`config.mk`:
```
export PLATFORM = sky130hd
export DESIGN_NAME = uartx_top
export DESIGN_NICKNAME = d
export VERILOG_FILES = /design/src/common/uartx_pkg.sv /design/src/common/uartx_link_if.sv /design/src/verilog/uartx_shift.sv /design/src/verilog/uartx_top.sv
export VERILOG_INCLUDE_DIRS = /design/src /design/src/common
export SDC_FILE = /design/constraint.sdc
export NUM_CORES = 1
export LEC_CHECK = 0
export ABC_AREA = 1
export BUFFER_PORTS_ARGS = -buffer_cell sky130_fd_sc_hd__buf_2
export CAP_MARGIN = 20
export CORE_MARGIN = 3
export CORE_UTILIZATION = 55
export DETAILED_ROUTE_END_ITERATION = 10
export HOLD_SLACK_MARGIN = 0.06
export PLACE_DENSITY = 0.72
export SYNTH_ARGS = -nofsm -noshare
export SYNTH_HDL_FRONTEND = slang
export SYNTH_SLANG_ARGS = --single-unit
export TNS_END_PERCENT = 10
```
`constraint.sdc`:
```
create_clock -name i_ref_clk -period 2.55 [get_ports i_ref_clk]
set_input_delay 0.51 -clock i_ref_clk [delete_from_list [all_inputs] [get_ports i_ref_clk]]
set_output_delay 0.51 -clock i_ref_clk [all_outputs]
set_load 0.01 [all_outputs]
```
`src/common/uartx_consts.svh`:
```
// Named constants of the transmit control block
`ifndef UARTX_CONSTS_SVH
`define UARTX_CONSTS_SVH
// ----------------------------------------------------------------
// Timing
// ----------------------------------------------------------------
`define UX_CLK_PERIOD_NS 4
`define UX_TC_SETUP_NS 225
`define UX_TC_CYCLES \
   ((`UX_TC_SETUP_NS + `UX_CLK_PERIOD_NS - 1) / `UX_CLK_PERIOD_NS)
// ----------------------------------------------------------------
// Control register fields and reset value
// ----------------------------------------------------------------
`define UX_B_STOP 2
`define UX_B_LEN_LO 3
`define UX_B_LEN_HI 4
`define UX_B_BREAK 6
`define UX_B_SEND 7
`define UX_CTRL_RST 8'h00
// ----------------------------------------------------------------
// Framing, counted in device clocks
// ----------------------------------------------------------------
`define UX_CLKS_BIT_LAST 6'h0F
`define UX_STOP_ONE 6'h10
`define UX_STOP_ONEHALF 6'h18
`define UX_STOP_TWO 6'h20
`define UX_LAST_BASE 3'h4
// ----------------------------------------------------------------
// Positions in the synchronised pin vector
// ----------------------------------------------------------------
`define UX_P_W 16
`define UX_P_TPB 15
`define UX_P_CSA 14
`define UX_P_CSN 13
`define UX_P_CSB 12
`define UX_P_RDWR 11
`define UX_P_RSEL 10
`define UX_P_CTSN 9
`define UX_P_MCLRN 8
`endif

```
`src/common/uartx_pkg.sv`:
```
// Types shared by the transmit control block
package uartx_pkg;
   // Shifter states, one-hot
   typedef enum logic [4:0] {
      ux_sh_idle = 5'h01,
      ux_sh_armed = 5'h02,
      ux_sh_start = 5'h04,
      ux_sh_data = 5'h08,
      ux_sh_stop = 5'h10
   } uartx_sh_t;

   typedef struct packed {
      uartx_sh_t st;
      logic [5:0] clk_cnt;
      logic [2:0] bit_idx;
      logic [7:0] sreg;
      logic [1:0] len;
      logic stop_sel;
      logic line;
      logic done;
   } uartx_shift_st_t;

   typedef struct packed {
      logic [15:0] s1;
      logic [15:0] s2;
      logic [15:0] s3;
      logic [15:0] pins;
      logic tpb_prev;
      logic cts_prev;
      logic qual_ok;
      logic [7:0] wdata;
      logic wsel;
      logic [7:0] ctrl;
      logic [7:0] hold;
      logic hold_full;
      logic [15:0] wait_cnt;
      logic [15:0] div_cnt;
      logic rise;
      logic fall;
      logic load;
      logic serial;
      logic rts_n;
      logic holding_empty_flag;
   } uartx_top_st_t;
endpackage : uartx_pkg

```
`src/common/uartx_link_if.sv`:
```
// Link between transmit control and the serialiser
`timescale 1ns/10ps
`default_nettype none
interface uartx_link_if;
   logic load;
   logic rise_tick;
   logic abort;
   logic stop_sel;
   logic [1:0] len_sel;
   logic [7:0] data;
   logic line;
   logic busy;
   logic done;

   modport ctrl (
      output load, rise_tick, abort, stop_sel, len_sel, data,
      input line, busy, done
   );
   modport shift (
      input load, rise_tick, abort, stop_sel, len_sel, data,
      output line, busy, done
   );
endinterface : uartx_link_if
`default_nettype wire

```
`src/verilog/uartx_shift.sv`:
```
// Transmit shift register and character framing
`timescale 1ns/10ps
`default_nettype none
`include "uartx_consts.svh"
module uartx_shift
   import uartx_pkg::*;
(
   input wire logic i_ref_clk,
   input wire logic i_resetn,
   uartx_link_if.shift lk
);
   localparam uartx_shift_st_t SH_RST = '{
      st: ux_sh_idle, clk_cnt: 6'h00, bit_idx: 3'h0, sreg: 8'h00,
      len: 2'h0, stop_sel: 1'b0, line: 1'b1, done: 1'b0};

   uartx_shift_st_t st_ff;
   uartx_shift_st_t nxt_st;
   logic [2:0] last_idx;
   logic [5:0] stop_clks;

   // ----------------------------------------------------------------
   // Framing lengths
   // ----------------------------------------------------------------
   // Last data index and stop duration from the latched selection
   always_comb
   begin
      last_idx = `UX_LAST_BASE + {1'b0, st_ff.len};
      if (!st_ff.stop_sel)
         stop_clks = `UX_STOP_ONE;
      else if (st_ff.len == 2'h0)
         stop_clks = `UX_STOP_ONEHALF;
      else
         stop_clks = `UX_STOP_TWO;
   end

   // ----------------------------------------------------------------
   // Sequencer
   // ----------------------------------------------------------------
   // All counting is on rising device-clock ticks
   always_comb
   begin
      nxt_st = st_ff;
      nxt_st.done = 1'b0;
      if (lk.abort)
      begin
         nxt_st.st = ux_sh_idle;
         nxt_st.line = 1'b1;
      end
      else
      begin
         unique case (st_ff.st)
            ux_sh_idle:
               if (lk.load)
               begin
                  nxt_st.st = ux_sh_armed;
                  nxt_st.sreg = lk.data;
                  nxt_st.len = lk.len_sel;
                  nxt_st.stop_sel = lk.stop_sel;
               end
            ux_sh_armed:
               // Loaded on a falling edge, start half a period later
               if (lk.rise_tick)
               begin
                  nxt_st.st = ux_sh_start;
                  nxt_st.line = 1'b0;
                  nxt_st.clk_cnt = 6'h00;
               end
            ux_sh_start:
               if (lk.rise_tick)
               begin
                  if (st_ff.clk_cnt == `UX_CLKS_BIT_LAST)
                  begin
                     nxt_st.st = ux_sh_data;
                     nxt_st.line = st_ff.sreg[0];
                     nxt_st.sreg = {1'b0, st_ff.sreg[7:1]};
                     nxt_st.bit_idx = 3'h0;
                     nxt_st.clk_cnt = 6'h00;
                  end
                  else
                     nxt_st.clk_cnt = st_ff.clk_cnt + 6'h01;
               end
            ux_sh_data:
               if (lk.rise_tick)
               begin
                  if (st_ff.clk_cnt != `UX_CLKS_BIT_LAST)
                     nxt_st.clk_cnt = st_ff.clk_cnt + 6'h01;
                  else if (st_ff.bit_idx == last_idx)
                  begin
                     nxt_st.st = ux_sh_stop;
                     nxt_st.line = 1'b1;
                     nxt_st.clk_cnt = 6'h00;
                  end
                  else
                  begin
                     nxt_st.bit_idx = st_ff.bit_idx + 3'h1;
                     nxt_st.line = st_ff.sreg[0];
                     nxt_st.sreg = {1'b0, st_ff.sreg[7:1]};
                     nxt_st.clk_cnt = 6'h00;
                  end
               end
            ux_sh_stop:
               if (lk.rise_tick)
               begin
                  if (st_ff.clk_cnt + 6'h01 == stop_clks)
                  begin
                     nxt_st.st = ux_sh_idle;
                     nxt_st.done = 1'b1;
                  end
                  else
                     nxt_st.clk_cnt = st_ff.clk_cnt + 6'h01;
               end
         endcase
      end
   end

   // State register
   always_ff @(posedge i_ref_clk)
   begin
      if (!i_resetn)
         st_ff <= SH_RST;
      else
         st_ff <= nxt_st;
   end

   assign lk.line = st_ff.line;
   assign lk.busy = (st_ff.st != ux_sh_idle);
   assign lk.done = st_ff.done;
endmodule : uartx_shift
`default_nettype wire

```
`src/verilog/uartx_top.sv`:
```
// Transmit control: bus write port, control register, serial out
// Functional notes
// - Break holds serial out low; freed by clear, CTS high, or word end.
// - A word sent during break is invalid; no correction is made.
// - Writing send-request high drives request-to-send low, enables transfer.
// - Control bits 4:3 at 00, 01, 10 give 5, 6, 7 data bits.
// - Bit 2 low: one stop; high: 1.5 for 5-bit words, else two.
// - Holding register captures bus data at the end of the timing pulse.
// - Shifter loads on first falling clock half period plus setup later.
// - Start bit begins half a clock period after the shifter loads.
`timescale 1ns/10ps
`default_nettype none
`include "uartx_consts.svh"
module uartx_top
   import uartx_pkg::*;
#(
   parameter int CLK_DIV = 64
)
(
   input wire logic i_ref_clk,
   input wire logic i_resetn,
   input wire logic i_bus_timing_pulse,
   input wire logic i_chip_select_a,
   input wire logic i_chip_select_n,
   input wire logic i_chip_select_b,
   input wire logic i_read_write_n,
   input wire logic i_reg_select,
   input wire logic [7:0] i_bus_data,
   input wire logic i_clear_to_send_n,
   input wire logic i_master_clear_n,
   output logic o_serial_out_line,
   output logic o_request_to_send_n,
   output logic o_holding_empty_flag
);
   // ----------------------------------------------------------------
   // Parameter checks and derived counts
   // ----------------------------------------------------------------
   if (CLK_DIV < 2 || CLK_DIV > 65534 || (CLK_DIV % 2) != 0)
   begin : g_bad_div
      $error("CLK_DIV must be even and within 2..65534");
   end

   localparam logic [15:0] DIV_LAST = 16'(CLK_DIV - 1);
   localparam logic [15:0] DIV_HALF = 16'(CLK_DIV / 2);
   localparam logic [15:0] LOAD_WAIT = 16'(CLK_DIV / 2 + `UX_TC_CYCLES);

   localparam uartx_top_st_t TOP_RST = '{
      s1: 16'hFFFF, s2: 16'hFFFF, s3: 16'hFFFF, pins: 16'hFFFF,
      tpb_prev: 1'b1, cts_prev: 1'b1, qual_ok: 1'b0, wdata: 8'h00,
      wsel: 1'b0, ctrl: `UX_CTRL_RST, hold: 8'h00, hold_full: 1'b0,
      wait_cnt: 16'h0000, div_cnt: 16'h0000, rise: 1'b0, fall: 1'b0,
      load: 1'b0, serial: 1'b1, rts_n: 1'b1, holding_empty_flag: 1'b1};

   uartx_top_st_t st_ff;
   uartx_top_st_t nxt_st;
   logic [15:0] raw_pins;
   logic [15:0] agree;
   logic bus_qual;
   logic wr;
   logic wr_ctrl;
   logic wr_hold;
   logic mclr;
   logic cts_rise;

   uartx_link_if lk ();

   uartx_shift u_shift (
      .i_ref_clk(i_ref_clk),
      .i_resetn(i_resetn),
      .lk(lk.shift)
   );

   // ----------------------------------------------------------------
   // Pin capture and write decode
   // ----------------------------------------------------------------
   // Pins are asynchronous; a change counts once stages two and three agree
   assign raw_pins = {i_bus_timing_pulse, i_chip_select_a, i_chip_select_n,
      i_chip_select_b, i_read_write_n, i_reg_select, i_clear_to_send_n,
      i_master_clear_n, i_bus_data};
   assign agree = st_ff.s2 ~^ st_ff.s3;

   // Write is the overlap of all selects with the timing pulse
   assign bus_qual = st_ff.pins[`UX_P_CSA] & st_ff.pins[`UX_P_CSB]
      & ~st_ff.pins[`UX_P_CSN] & ~st_ff.pins[`UX_P_RDWR];
   assign wr = st_ff.tpb_prev & ~st_ff.pins[`UX_P_TPB] & st_ff.qual_ok;
   assign wr_ctrl = wr & st_ff.wsel;
   assign wr_hold = wr & ~st_ff.wsel;
   assign mclr = ~st_ff.pins[`UX_P_MCLRN];
   // Clear-to-send going inactive ends a break
   assign cts_rise = ~st_ff.cts_prev & st_ff.pins[`UX_P_CTSN];

   // ----------------------------------------------------------------
   // Next state
   // ----------------------------------------------------------------
   always_comb
   begin
      nxt_st = st_ff;
      nxt_st.s1 = raw_pins;
      nxt_st.s2 = st_ff.s1;
      nxt_st.s3 = st_ff.s2;
      nxt_st.pins = (agree & st_ff.s3) | (~agree & st_ff.pins);
      nxt_st.tpb_prev = st_ff.pins[`UX_P_TPB];
      nxt_st.cts_prev = st_ff.pins[`UX_P_CTSN];

      // Selects must hold for the whole pulse; data sampled while high
      if (st_ff.pins[`UX_P_TPB])
      begin
         nxt_st.qual_ok = st_ff.tpb_prev ? (st_ff.qual_ok & bus_qual)
                                         : bus_qual;
         nxt_st.wdata = st_ff.pins[7:0];
         nxt_st.wsel = st_ff.pins[`UX_P_RSEL];
      end

      // Device clock as rise and fall enables
      nxt_st.rise = (st_ff.div_cnt == 16'h0000);
      nxt_st.fall = (st_ff.div_cnt == DIV_HALF);
      nxt_st.div_cnt = (st_ff.div_cnt == DIV_LAST) ? 16'h0000
                                                   : st_ff.div_cnt + 16'h0001;

      // Control register; a write with send-request set touches only it
      if (wr_ctrl)
      begin
         if (st_ff.wdata[`UX_B_SEND])
            nxt_st.ctrl[`UX_B_SEND] = 1'b1;
         else
            nxt_st.ctrl = st_ff.wdata;
      end
      else if (cts_rise || lk.done)
         nxt_st.ctrl[`UX_B_BREAK] = 1'b0;

      // Shifter load on a falling edge once the setup wait is over
      nxt_st.load = 1'b0;
      if (st_ff.wait_cnt != 16'h0000)
         nxt_st.wait_cnt = st_ff.wait_cnt - 16'h0001;
      if (st_ff.fall && st_ff.wait_cnt == 16'h0000 && st_ff.hold_full
          && !lk.busy && !st_ff.load && st_ff.ctrl[`UX_B_SEND]
          && !st_ff.pins[`UX_P_CTSN])
      begin
         nxt_st.load = 1'b1;
         nxt_st.hold_full = 1'b0;
      end

      // A new write wins over a same-cycle load
      if (wr_hold)
      begin
         nxt_st.hold = st_ff.wdata;
         nxt_st.hold_full = 1'b1;
         // Cancel the load, else the new byte would go out twice
         nxt_st.load = 1'b0;
         nxt_st.wait_cnt = LOAD_WAIT;
      end

      // Master clear drops control and pending data
      if (mclr)
      begin
         nxt_st.ctrl = `UX_CTRL_RST;
         nxt_st.hold_full = 1'b0;
         nxt_st.wait_cnt = 16'h0000;
         nxt_st.load = 1'b0;
      end

      // Break forces the line low; a word under break stays invalid
      nxt_st.serial = lk.line & ~st_ff.ctrl[`UX_B_BREAK];
      nxt_st.rts_n = ~st_ff.ctrl[`UX_B_SEND];
      nxt_st.holding_empty_flag = ~st_ff.hold_full;
   end

   // State register
   always_ff @(posedge i_ref_clk)
   begin
      if (!i_resetn)
         st_ff <= TOP_RST;
      else
         st_ff <= nxt_st;
   end

   // ----------------------------------------------------------------
   // Shifter link and outputs
   // ----------------------------------------------------------------
   assign lk.load = st_ff.load;
   assign lk.rise_tick = st_ff.rise;
   assign lk.abort = mclr;
   assign lk.data = st_ff.hold;
   assign lk.stop_sel = st_ff.ctrl[`UX_B_STOP];
   assign lk.len_sel = {st_ff.ctrl[`UX_B_LEN_HI], st_ff.ctrl[`UX_B_LEN_LO]};
   assign o_serial_out_line = st_ff.serial;
   assign o_request_to_send_n = st_ff.rts_n;
   assign o_holding_empty_flag = st_ff.holding_empty_flag;
endmodule : uartx_top
`default_nettype wire

```
# After elaboration in Yosys (flattened, before gate mapping)
# Cells that the tools add are included.
# word_totals
output_inout_bits	3
wordCells	158
regBits	158
in_bits	18
# op_classes
n_mux	39
bitwise_logic	26
n_eq_ne	24
reduce_logical	33
addsub	5
# ops
op	count
$mux 11	6
$mux 22	2
$and 16x16->16	2
$eq 16x6->1 const B	2
$logic_not 16->1	2
$mux 6	5
$mux 5	5
$pmux 5 s5	1
$pmux 6 s4	1
$pmux 8 s3	1
$ne 2x2->1 const B	9
$mux 17	1
$add 16x1->16 const B	1
$mux 16	1
$not 16->16	1
$or 16x16->16	1
$reduce_bool 16->1	1
$sub 16x1->16 const B	1
$xnor 16x16->16	1
$reduce_and 7->1	2
$mux 1	13
$not 1->1	11
$and 1x1->1	10
$reduce_and 9->1	1
31 further kinds	46

# Depth between registers and ports, before layout
# Gate-level depths: netlist of run 1.
# logic_depth
ltp_word	9
ltp_mapped	14
ltp_nobuf	14

# By module
# A second synthesis of run 1 with hierarchy kept.
# hier_totals
hier_cells	833
area_unflattened_um2	6363.6
# by_module_without_submodules
module	area_each_um2	n_inst	seq_area_each_um2	cells_per_inst
uartx_top	4732.0	1	2562.5	578
uartx_shift	1631.6	1	540.5	255

# Least setup slack after synthesis of run 1
# Ideal clock, no wire load.
# synth_path
kind	reg2reg
startpoint	register u_shift.st_ff[16] in the netlist's numbering
endpoint	register u_shift.st_ff[12] in the netlist's numbering
required_ps	2437
setup_time_ps	113
path_buffers	0
arrival_time_ps	1596
period_less_slack_ps	1709
path_stages_with_launch	11
path_slack_ps	841
cell_sequence	dfxtp_1 ha_1 nand2_2 nor2_4 nand2_1 o21bai_1 nand3_2 nor3_4 nand2_1 nand2_1 nor2_1
# synth_between
elab_chain_cells	3
elab_cells_between_ends	5
cone_classes	eq/ne: 4; reduce/logical: 1
# synth_lines
item	line	source
start, declared	uartx_shift.sv:16	uartx_shift_st_t st_ff;
start signal, assigned	uartx_shift.sv:122	st_ff <= nxt_st;
$ne 6x4->1 (no source line) or $eq 6x4->1 (tied branches)	--	
$ne 2x2->1 (no source line) or $ne 2x1->1 (tied branches)	--	
$reduce_and 8->1 (no source line) *	--	
# Every way passes the cells marked *; elsewhere a longest branch is shown, timed or not.
# A chain may end at the register's enable or synchronous reset.

# Worst setup path in the final report of run 1
# layout_path
startpoint	register u_shift.st_ff[23] in the netlist's numbering
endpoint	register u_shift.st_ff[12] in the netlist's numbering
# layout_between
elab_chain_cells	3
elab_cells_between_ends	12
cone_classes	eq/ne: 9; mux: 1; reduce/logical: 2
# layout_lines
item	line	source
$eq 5x4->1 (tied with other cells)	uartx_shift.sv:51	unique case (st_ff.st)
$ne 2x2->1 (no source line) (tied with other cells)	--	
$reduce_and 8->1 (no source line)	--	
# Parallel ways exist; a longest one is shown, timed or not.

==> results.cfg, run 1 <==
[outcome]
status = complete, no violations

[power_and_ir_drop]
power_per_cell_area_mw_per_mm2 = 807
power.leakage_nw = 2.87
finalPower_mw = 5.57
peakVddDrop_v = 0.000750

[worst_setup_path]
ff2ff_path_depth = 8
cpPeakStageDelay_ns = 0.42
endpoint_kind = register
path_delay_family = simple AND/OR/NAND/NOR gates
r2r_slack_ns = 0.54
rr_startpoint = u_shift.st_ff[23]
r2r_end = u_shift.st_ff[12]
cpMostUsedCell = nand2_1
critPathMaxFanout = 16
cp.arrival_ns = 2.43
critPathKind = reg2reg
path_buf_inv = 0
start_kind = register
cp.required_ns = 2.97
cpMaxStageDelayCell = nand2_1
crit_path_cell_trace = nor2_2 -> nand4_1 -> nand2_1 -> o21ai_1 -> nor3_4 -> nand2_1 -> nand2_1 -> nor2_1

[cts]
cts_sinks = 155
clkLatencyLatePin_ns = 0.53
cts_post_setup_buffers_inserted = 0
hold_buffers = 0
cts_resized = 0
cts_tree = done
clk_pin_slew_ns = 0.06
cts_root_buffer = clkbuf_8
clock_path_buffers = 2
htreeDepth = 4
numCtsBuffers = 17

[timing]
finClkSkew_ns = 0.00759
post-route-period-util = 0.788
maxSlewHeadroom = 0.647
slew_viol_final = 0
setup_tns_ns = 0
worst_hold_slack_ns = 0.167
setup_viol = 0
fmax_mhz = 498
finalHoldViolations = 0
layout_min_cycle_time_ns = 2.01
rsz0062_at_grt = false
worstMarginPinSlew_ns = 0.529
worst_slack_ns = 0.541

[route]
drt_pass1_iterations = 4
drtAntennaViolNets = 0
vias_per_cell = 5.14
wl_per_cell_um = 11.9
drt_iter0_markers = 257
drc = 0
wirelength_um = 11600
vias = 4997

[cells_and_area]
antennaDiodeCount = 0
syn2layout_area_growth_pct = 12.1
multiInputGateArea_mm2 = 0.00272
finalNetCount = 845
nFillCells = 933
layout-drive-gt1-share = 0.144
postLayoutCoreUtil = 0.635
regArea_mm2 = 0.00310

[synthesis]
netlist.top_cell.by_area = dfxtp_1
ys_async_sr_fraction = 0
synth_top_area_frac = 0.503
synth_ff_type = dfxtp_1
synth_nets = 823
synth_common_cells = dfxtp_1, nand2_1, nor2_1
yosys_warnings = 0
synth-seq-cells = 155
seq_area_frac_synth = 0.503
synth_edf_count = 0
syn_area_per_cell_um2 = 7.72
ys_types = 32
syn_inst = 799
synth.area.top_cells = dfxtp_1, nand2_1, nor2_1
netlist_area_mm2 = 0.00617
synth.most_common_cell = dfxtp_1

[global_routing]
grt-ovfl-total = 0
first_global_vias = 4736
grt_max_degree = 60
antenna_found_initial = 0
grt_usage = 0.197
grt_pass1_wl_um = 20500

[die]
coreArea_mm2 = 0.0109
io_pins = 21
start_util = 0.566
fp.dieH_um = 112
die_w_um = 112
rows = 38
die_area_mm2 = 0.0125

[placement]
gp_congestion = 0.912
numPortBuffers = 20
dpl.hpwl_um = 8200
dp_slack_ns = 0.570

[min_path]
min_path_type = in2reg
hp-start = i_chip_select_b
min_path_cells = 2
min_to = nxt_st[111]

[flow_run]
maxCapViolCount = 0
==> metrics by stage <==
| step | cells | area (µm²) |
|---|---|---|
| finish | 973 | 6910 |
| global route | 973 | 6910 |
| CTS | 973 | 6910 |
| detailed placement | 942 | 6390 |
| global placement | 942 | 6390 |
| floorplan | 799 | 6170 |
==> cell usage in the layout (no fill, tap or decap), types with 6 or more instances in the layout <==
| cell | count |
|---|---|
| dfxtp_1 | 155 |
| nand2_1 | 151 |
| nor2_1 | 138 |
| inv_1 | 65 |
| or2_2 | 51 |
| o21ai_0 | 48 |
| a21oi_1 | 38 |
| nand3_1 | 36 |
| buf_2 | 20 |
| nand4_1 | 19 |
| nor3_1 | 18 |
| clkbuf_16 | 16 |
| xor2_1 | 14 |
| nor4_1 | 7 |
| ha_1 | 6 |
==> worst max path at each step <==
| stage | cells after the start | to | start |
|---|---|---|---|
| floorplan | 10 | u_shift.st_ff[12] | u_shift.st_ff[16] |
| global placement | 10 | u_shift.st_ff[12] | u_shift.st_ff[16] |
| detailed placement | 10 | u_shift.st_ff[12] | u_shift.st_ff[16] |
| CTS | 8 | u_shift.st_ff[12] | u_shift.st_ff[23] |
| global route | 8 | u_shift.st_ff[12] | u_shift.st_ff[23] |
| finish | 8 | u_shift.st_ff[12] | u_shift.st_ff[23] |
==> power by group <==
group / switching [mW] / leakage (nW) / internal, mW
clock network: 0.971 / 0.249 / 1.23
registers: 0.0884 / 1.27 / 2.54
logic: 0.449 / 1.36 / 0.300
total: 1.51 / 2.87 / 4.07
==> metal layers <==
metal | track usage | up-vias | part of all wire
met4 | 0.0892 | 0 | 0.025
met1 | 0.243 | 2268 | 0.47
met2 | 0.323 | 87 | 0.46
met5 | 0 | - | 0
met3 | 0.0549 | 28 | 0.046
li1 | - | 2614 | -
==> kinds of logic after synthesis <==
| kind of cell | after synthesis | synth area share |
|---|---|---|
| compound gates | 96 | 0.0820 |
| fa+ha+maj | 6 | 0.0122 |
| flops | 155 | 0.503 |
| xor+xnor | 19 | 0.0270 |
| simple gates | 433 | 0.319 |
| buf+inv | 90 | 0.0566 |
==> area by class of cell <==
cell class                      count  share of cell area
Sequential cell                   155               0.449
Multi-Input combinational cell    554               0.393
Clock buffer                       20              0.0630
Inverter                           68              0.0369
Tap cell                          140              0.0253
Timing Repair Buffer               25              0.0199
Clock inverter                     11              0.0129
No activity file was read; power rests on OpenSTA's default activity.
==> inputs of run 2 (changes only) <==
--- a/config.mk
+++ b/config.mk
@@ -6,7 +6,7 @@
 export SDC_FILE = /design/constraint.sdc
 export NUM_CORES = 1
 export LEC_CHECK = 0
-export ABC_AREA = 1
+export ABC_AREA = 0
 export BUFFER_PORTS_ARGS = -buffer_cell sky130_fd_sc_hd__buf_2
 export CAP_MARGIN = 20
 export CORE_MARGIN = 3
==> constraint.sdc (replaced) <==
create_clock -name i_ref_clk -period 1.95 [get_ports i_ref_clk]
set_input_delay 0.39 -clock i_ref_clk [delete_from_list [all_inputs] [get_ports i_ref_clk]]
set_output_delay 0.39 -clock i_ref_clk [all_outputs]
set_load 0.01 [all_outputs]
==> run 2 against run 1 <==
Against the previous run:
- the run now ends with negative setup slack left
- maximum frequency shrank 0.18%
- utilization increased by 7.6 points
- critical path depth unchanged
- final cell count fell by 12%
- global-route usage increased by 1.1 points
- final area grew 6.6%
- via count is 8.7% lower
- clock power increased by 49%
- largest power group unchanged
==> results.cfg, run 2 <==
[worst_setup_path]
crit_path_cell_trace = ha_4 -> nand3_4 -> nor3_4 -> buf_6 -> o22ai_2 -> or4_4 -> or2_0 -> a21oi_1
cpPeakStageDelay_ns = 0.55
path_buf_inv = 1
cp.required_ns = 2.41
r2r_end = u_shift.st_ff[26]
cpMaxStageDelayCell = or4_4
critPathLaunch = u_shift.st_ff[17]
r2r_slack_ns = -0.06
path_delay_family = simple AND/OR/NAND/NOR gates
ff2ff_path_depth = 8
critPathMaxFanout = 5
cp.arrival_ns = 2.47
critPathKind = reg2reg
start_kind = register
rr_startpoint = u_shift.st_ff[17]
crit_cells = 8
endpoint = u_shift.st_ff[26]
endpoint_kind = register

[placement]
dpl.hpwl_um = 7360
dp_slack_ns = -0.0593
dp_cells = 801
gp_congestion = 0.810
numPortBuffers = 20
placed_area_mm2 = 0.00640

[cells_and_area]
antennaDiodeCount = 0
nFillCells = 793
layout_common_cells = dfxtp_1, nor2_1, nand2b_1
finalNetCount = 730
layout-drive-gt1-share = 0.195
syn2layout_area_growth_pct = 24.5
final_cells = 855
final_common_cell = dfxtp_1
postLayoutCoreUtil = 0.710
fin_area_mm2 = 0.00737

[global_routing]
grt_usage = 0.209
first_global_vias = 4358
antenna_found_initial = 0
grt_max_degree = 69
grt-ovfl-total = 0
grt_pass1_wl_um = 19900

[cts]
numCtsBuffers = 17
cts_tree = done
htreeDepth = 4
clock_path_buffers = 2
clkLatencyLatePin_ns = 0.52
cts_sinks = 155
cts_root_buffer = clkbuf_8
clk_pin_slew_ns = 0.07

[synthesis]
netlist.top_cell.by_area = dfxtp_1
synth-seq-cells = 155
synth_top_area_frac = 0.525
seq_area_frac_synth = 0.525
ys_types = 57
synth.area.top_cells = dfxtp_1, nand2b_1, nor2_1
synth_nets = 656
synth_ff_type = dfxtp_1
synth_edf_count = 0
synth_common_cells = dfxtp_1, nor2_1, nand2b_1
syn_inst = 632
netlist_area_mm2 = 0.00592
ys_async_sr_fraction = 0
synth.most_common_cell = dfxtp_1
yosys_warnings = 0
syn_area_per_cell_um2 = 9.36

[power_and_ir_drop]
p_sw_mw = 2.21
power_per_cell_area_mw_per_mm2 = 1110
peakVddDrop_v = 0.000878
p_int_mw = 5.97
finalPower_mw = 8.17
seqPwrFrac = 0.432
combinationalPowerShare = 0.167
clkPwrFrac = 0.401
netSwitchingFraction = 0.270
power.leakage_nw = 2.85

[timing]
maxSlewHeadroom = 0.572
finalHoldViolations = 0
rsz0062_at_grt = true
layout_min_cycle_time_ns = 2.01
worst_slack_ns = -0.0627
worstMarginPinSlew_ns = 0.638
post-route-period-util = 1.03
setup_tns_ns = -0.212
finClkSkew_ns = 0.00673
fmax_mhz = 497
slew_viol_final = 0
worst_hold_slack_ns = 0.239
setup_viol = 7

[flow_run]
maxCapViolCount = 0

[route]
wl_per_cell_um = 13.6
drt_iter0_markers = 212
drc = 0
vias_per_cell = 5.34
vias = 4562
wirelength_um = 11600
drt_pass1_iterations = 5
drtAntennaViolNets = 0

[die]
coreArea_mm2 = 0.0104
die_area_mm2 = 0.0120
io_pins = 21
rows = 37
start_util = 0.570
die_w_um = 110
fp.dieH_um = 110

[outcome]
status = complete, but fails checks
violations = negative setup slack

[min_path]
min_path_type = in2reg
run 2: changes by cell type after synthesis, moves of 13 or more:
cell and delta:
or2_2 -50, inv_1 -53, nand4_1 -15, mux2i_1 +21, nand2b_1 +56, nor2_1 -55, o21ai_0 -13, nand2_1 -104
run 2: worst min-delay path by stage:
stage,to,depth (start not counted),start,slack [ns]
after CTS,o_holding_empty_flag,2,i_resetn,0.23
final,o_holding_empty_flag,2,i_resetn,0.24
after global routing,o_holding_empty_flag,2,i_resetn,0.24
after floorplan,o_request_to_send_n,1,st_ff[54],0.36
after detailed placement,nxt_st[94],1,nxt_st[110],0.39
after global placement,nxt_st[89],1,nxt_st[105],0.39
run 2: timing repair:
| action | 4_1_cts | 5_1_grt |
|---|---|---|
| hold buffers | 16 | 0 |
| pin swaps | 4 | 6 |
| endpoints found under the setup margin | 27 | 31 |
| cloned | 1 | 0 |
| buffers inserted | 4 | 1 |
| gates resized for setup | 12 | 21 |
| endpoints found under the hold margin | 16 | 0 |
run 2: power by group through the flow:
stage | combinational [mW] | clock, mW | sequential (mW)
after global routing | 1.53 | 3.49 | 3.56
after floorplan | 0.918 | 0 | 3.57
after CTS | 1.34 | 3.33 | 3.52
final | 1.36 | 3.28 | 3.53
after global placement | 1.23 | 0 | 3.58
after detailed placement | 1.28 | 0 | 3.59
run 2: kinds of logic after synthesis:
family	share of synthesized area
simple gates	0.241
mux	0.0355
buf+inv	0.0296
fa+ha+maj	0.0127
flops	0.525
compound gates	0.109
xor+xnor	0.0480
run 2: layer usage:
layer | wire length (µm) | share of wire | up-vias | GRT usage
met5 | 0 | 0 | - | 0
met4 | 218 | 0.019 | 0 | 0.0739
met3 | 363 | 0.031 | 27 | 0.0476
met2 | 5780 | 0.50 | 84 | 0.357
met1 | 5250 | 0.45 | 2135 | 0.258
li1 | - | - | 2316 | -
run 2: area by class of cell:
type                            instances  area [µm²]  area share
Clock buffer                           18         418      0.0567
Inverter                               13        48.8     0.00662
Clock inverter                         14         179      0.0243
Timing Repair Buffer                   82         659      0.0895
Sequential cell                       155        3120       0.423
Tap cell                              136         170      0.0231
Multi-Input combinational cell        437        2770       0.376
==> inputs of run 3 (changes only) <==
--- a/config.mk
+++ b/config.mk
@@ -11,10 +11,10 @@
 export CAP_MARGIN = 20
 export CORE_MARGIN = 3
 export CORE_UTILIZATION = 55
+export CTS_CLUSTER_DIAMETER = 30
 export DETAILED_ROUTE_END_ITERATION = 10
 export HOLD_SLACK_MARGIN = 0.06
-export PLACE_DENSITY = 0.72
+export PLACE_DENSITY_LB_ADDON = 0.3
 export SYNTH_ARGS = -nofsm -noshare
 export SYNTH_HDL_FRONTEND = slang
 export SYNTH_SLANG_ARGS = --single-unit
-export TNS_END_PERCENT = 10
==> run 3 against run 2 <==
Against the previous run:
- the run still ends with negative setup slack left
- via count is 0.92% lower
- die area is the same
- largest power group unchanged
- register-to-register slack gained 0.03 ns
- combinational power about the same
- critical endpoint is now st_ff[22]
- sequential cell count is the same
- largest cell class unchanged
- clock power fell by 4%
==> results.cfg, run 3 (synthesized netlist as in run 2, its figures left out) <==
[outcome]
status = complete, but fails checks
violations = negative setup slack

[timing]
finClkSkew_ns = 0.00856
setup_viol = 3
fmax_mhz = 505
finalHoldViolations = 0
post-route-period-util = 1.02
layout_min_cycle_time_ns = 1.98
worstMarginPinSlew_ns = 0.654
worst_slack_ns = -0.0299
slew_viol_final = 0
rsz0062_at_grt = true
maxSlewHeadroom = 0.561

[die]
start_util = 0.570
die_w_um = 110
io_pins = 21
fp.dieH_um = 110
die_area_mm2 = 0.0120
coreArea_mm2 = 0.0104
rows = 37

[placement]
numPortBuffers = 20
gp_congestion = 0.792
dpl.hpwl_um = 7380
placed_area_mm2 = 0.00638

[route]
drtAntennaViolNets = 0
vias = 4520
wl_per_cell_um = 13.4
drt_pass1_iterations = 4
drc = 0
wirelength_um = 11400
drt_iter0_markers = 202
vias_per_cell = 5.31

[cts]
clock_path_buffers = 2
htreeDepth = 4
clk_pin_slew_ns = 0.07
cts_tree = done
cts_root_buffer = clkbuf_8
cts_sinks = 155
numCtsBuffers = 17
clkLatencyLatePin_ns = 0.54

[worst_setup_path]
start_kind = register
cp.arrival_ns = 2.41
endpoint_kind = register
critPathKind = reg2reg
critPathMaxFanout = 5
cp.required_ns = 2.38

[power_and_ir_drop]
finalPower_mw = 8.06
power_per_cell_area_mw_per_mm2 = 1110
peakVddDrop_v = 0.000974
power.leakage_nw = 2.81

[min_path]
min_path_type = in2reg

[global_routing]
first_global_vias = 4404
grt_pass1_wl_um = 19200
grt_max_degree = 70
grt_usage = 0.206
grt-ovfl-total = 0
antenna_found_initial = 0

[cells_and_area]
finalNetCount = 726
fin_area_mm2 = 0.00729
nFillCells = 779
layout-drive-gt1-share = 0.192
layout_common_cells = dfxtp_1, nor2_1, nand2b_1
final_common_cell = dfxtp_1
antennaDiodeCount = 0
syn2layout_area_growth_pct = 23.2

[flow_run]
maxCapViolCount = 0
## run 3: repair_timing
item / in CTS / in global routing
pin swaps: 0 / 11
hold buffers: 16 / 0
endpoints found under the hold margin: 16 / 0
setup buffers: 1 / 3
setup endpoints to repair: 14 / 28
gates cloned: 0 / 0
resized for setup: 10 / 24
## run 3: metrics by stage
step	setup TNS [ns]	setup slack [ns]	instances	hold WS, ns	util
final	-0.0604	-0.0299	851	0.151	0.703
after global routing	-0.877	-0.110	851	0.140	0.703
after CTS	-0.00646	-0.00380	848	0.115	0.691
after detailed placement	-0.293	-0.0601	799	0.392	0.616
after global placement	0	0.00678	799	0.390	0.616
after floorplan	0	0.00632	632	0.363	-
## run 3: final timing paths
path | start | to | slack, ns | cells past startpoint
setup / recovery | st_ff[29] | st_ff[22] | -0.03 | 6
setup reg to reg | st_ff[29] | st_ff[22] | -0.03 | 6
hold / removal | i_resetn | u_shift.lk.line | 0.15 | 2
hold reg to reg | nxt_st[112] | nxt_st[96] | 0.40 | 1
## run 3: layout make-up
type | instances | area (µm²) | area share
Sequential cell | 155 | 3120 | 0.428
Multi-Input combinational cell | 437 | 2780 | 0.382
Clock buffer | 17 | 414 | 0.0568
Clock inverter | 15 | 151 | 0.0208
Inverter | 13 | 48.8 | 0.00670
Timing Repair Buffer | 78 | 604 | 0.0829
Tap cell | 136 | 170 | 0.0234
## run 3: metal layers
layer	up-vias	wire, µm	GRT usage
met1	2119	5110	0.242
met2	77	5640	0.353
met3	19	500	0.0669
li1	2305	-	-
met4	0	185	0.0739
met5	-	0	0
## run 3: where the power goes
part,internal (mW),switching [mW],leakage [nW]
Combinational,0.715,0.674,1.27
Clock,1.74,1.40,0.269
Sequential,3.37,0.163,1.27
Total,5.82,2.24,2.81
## run 3: worst max-delay path, cell delays in order, from the launching register on
cell     delay, ns
dfxtp_2       0.32
or4_4         0.53
or4_4         0.48
nor2b_4       0.19
buf_4         0.14
xnor2_1       0.12
a21oi_1       0.08
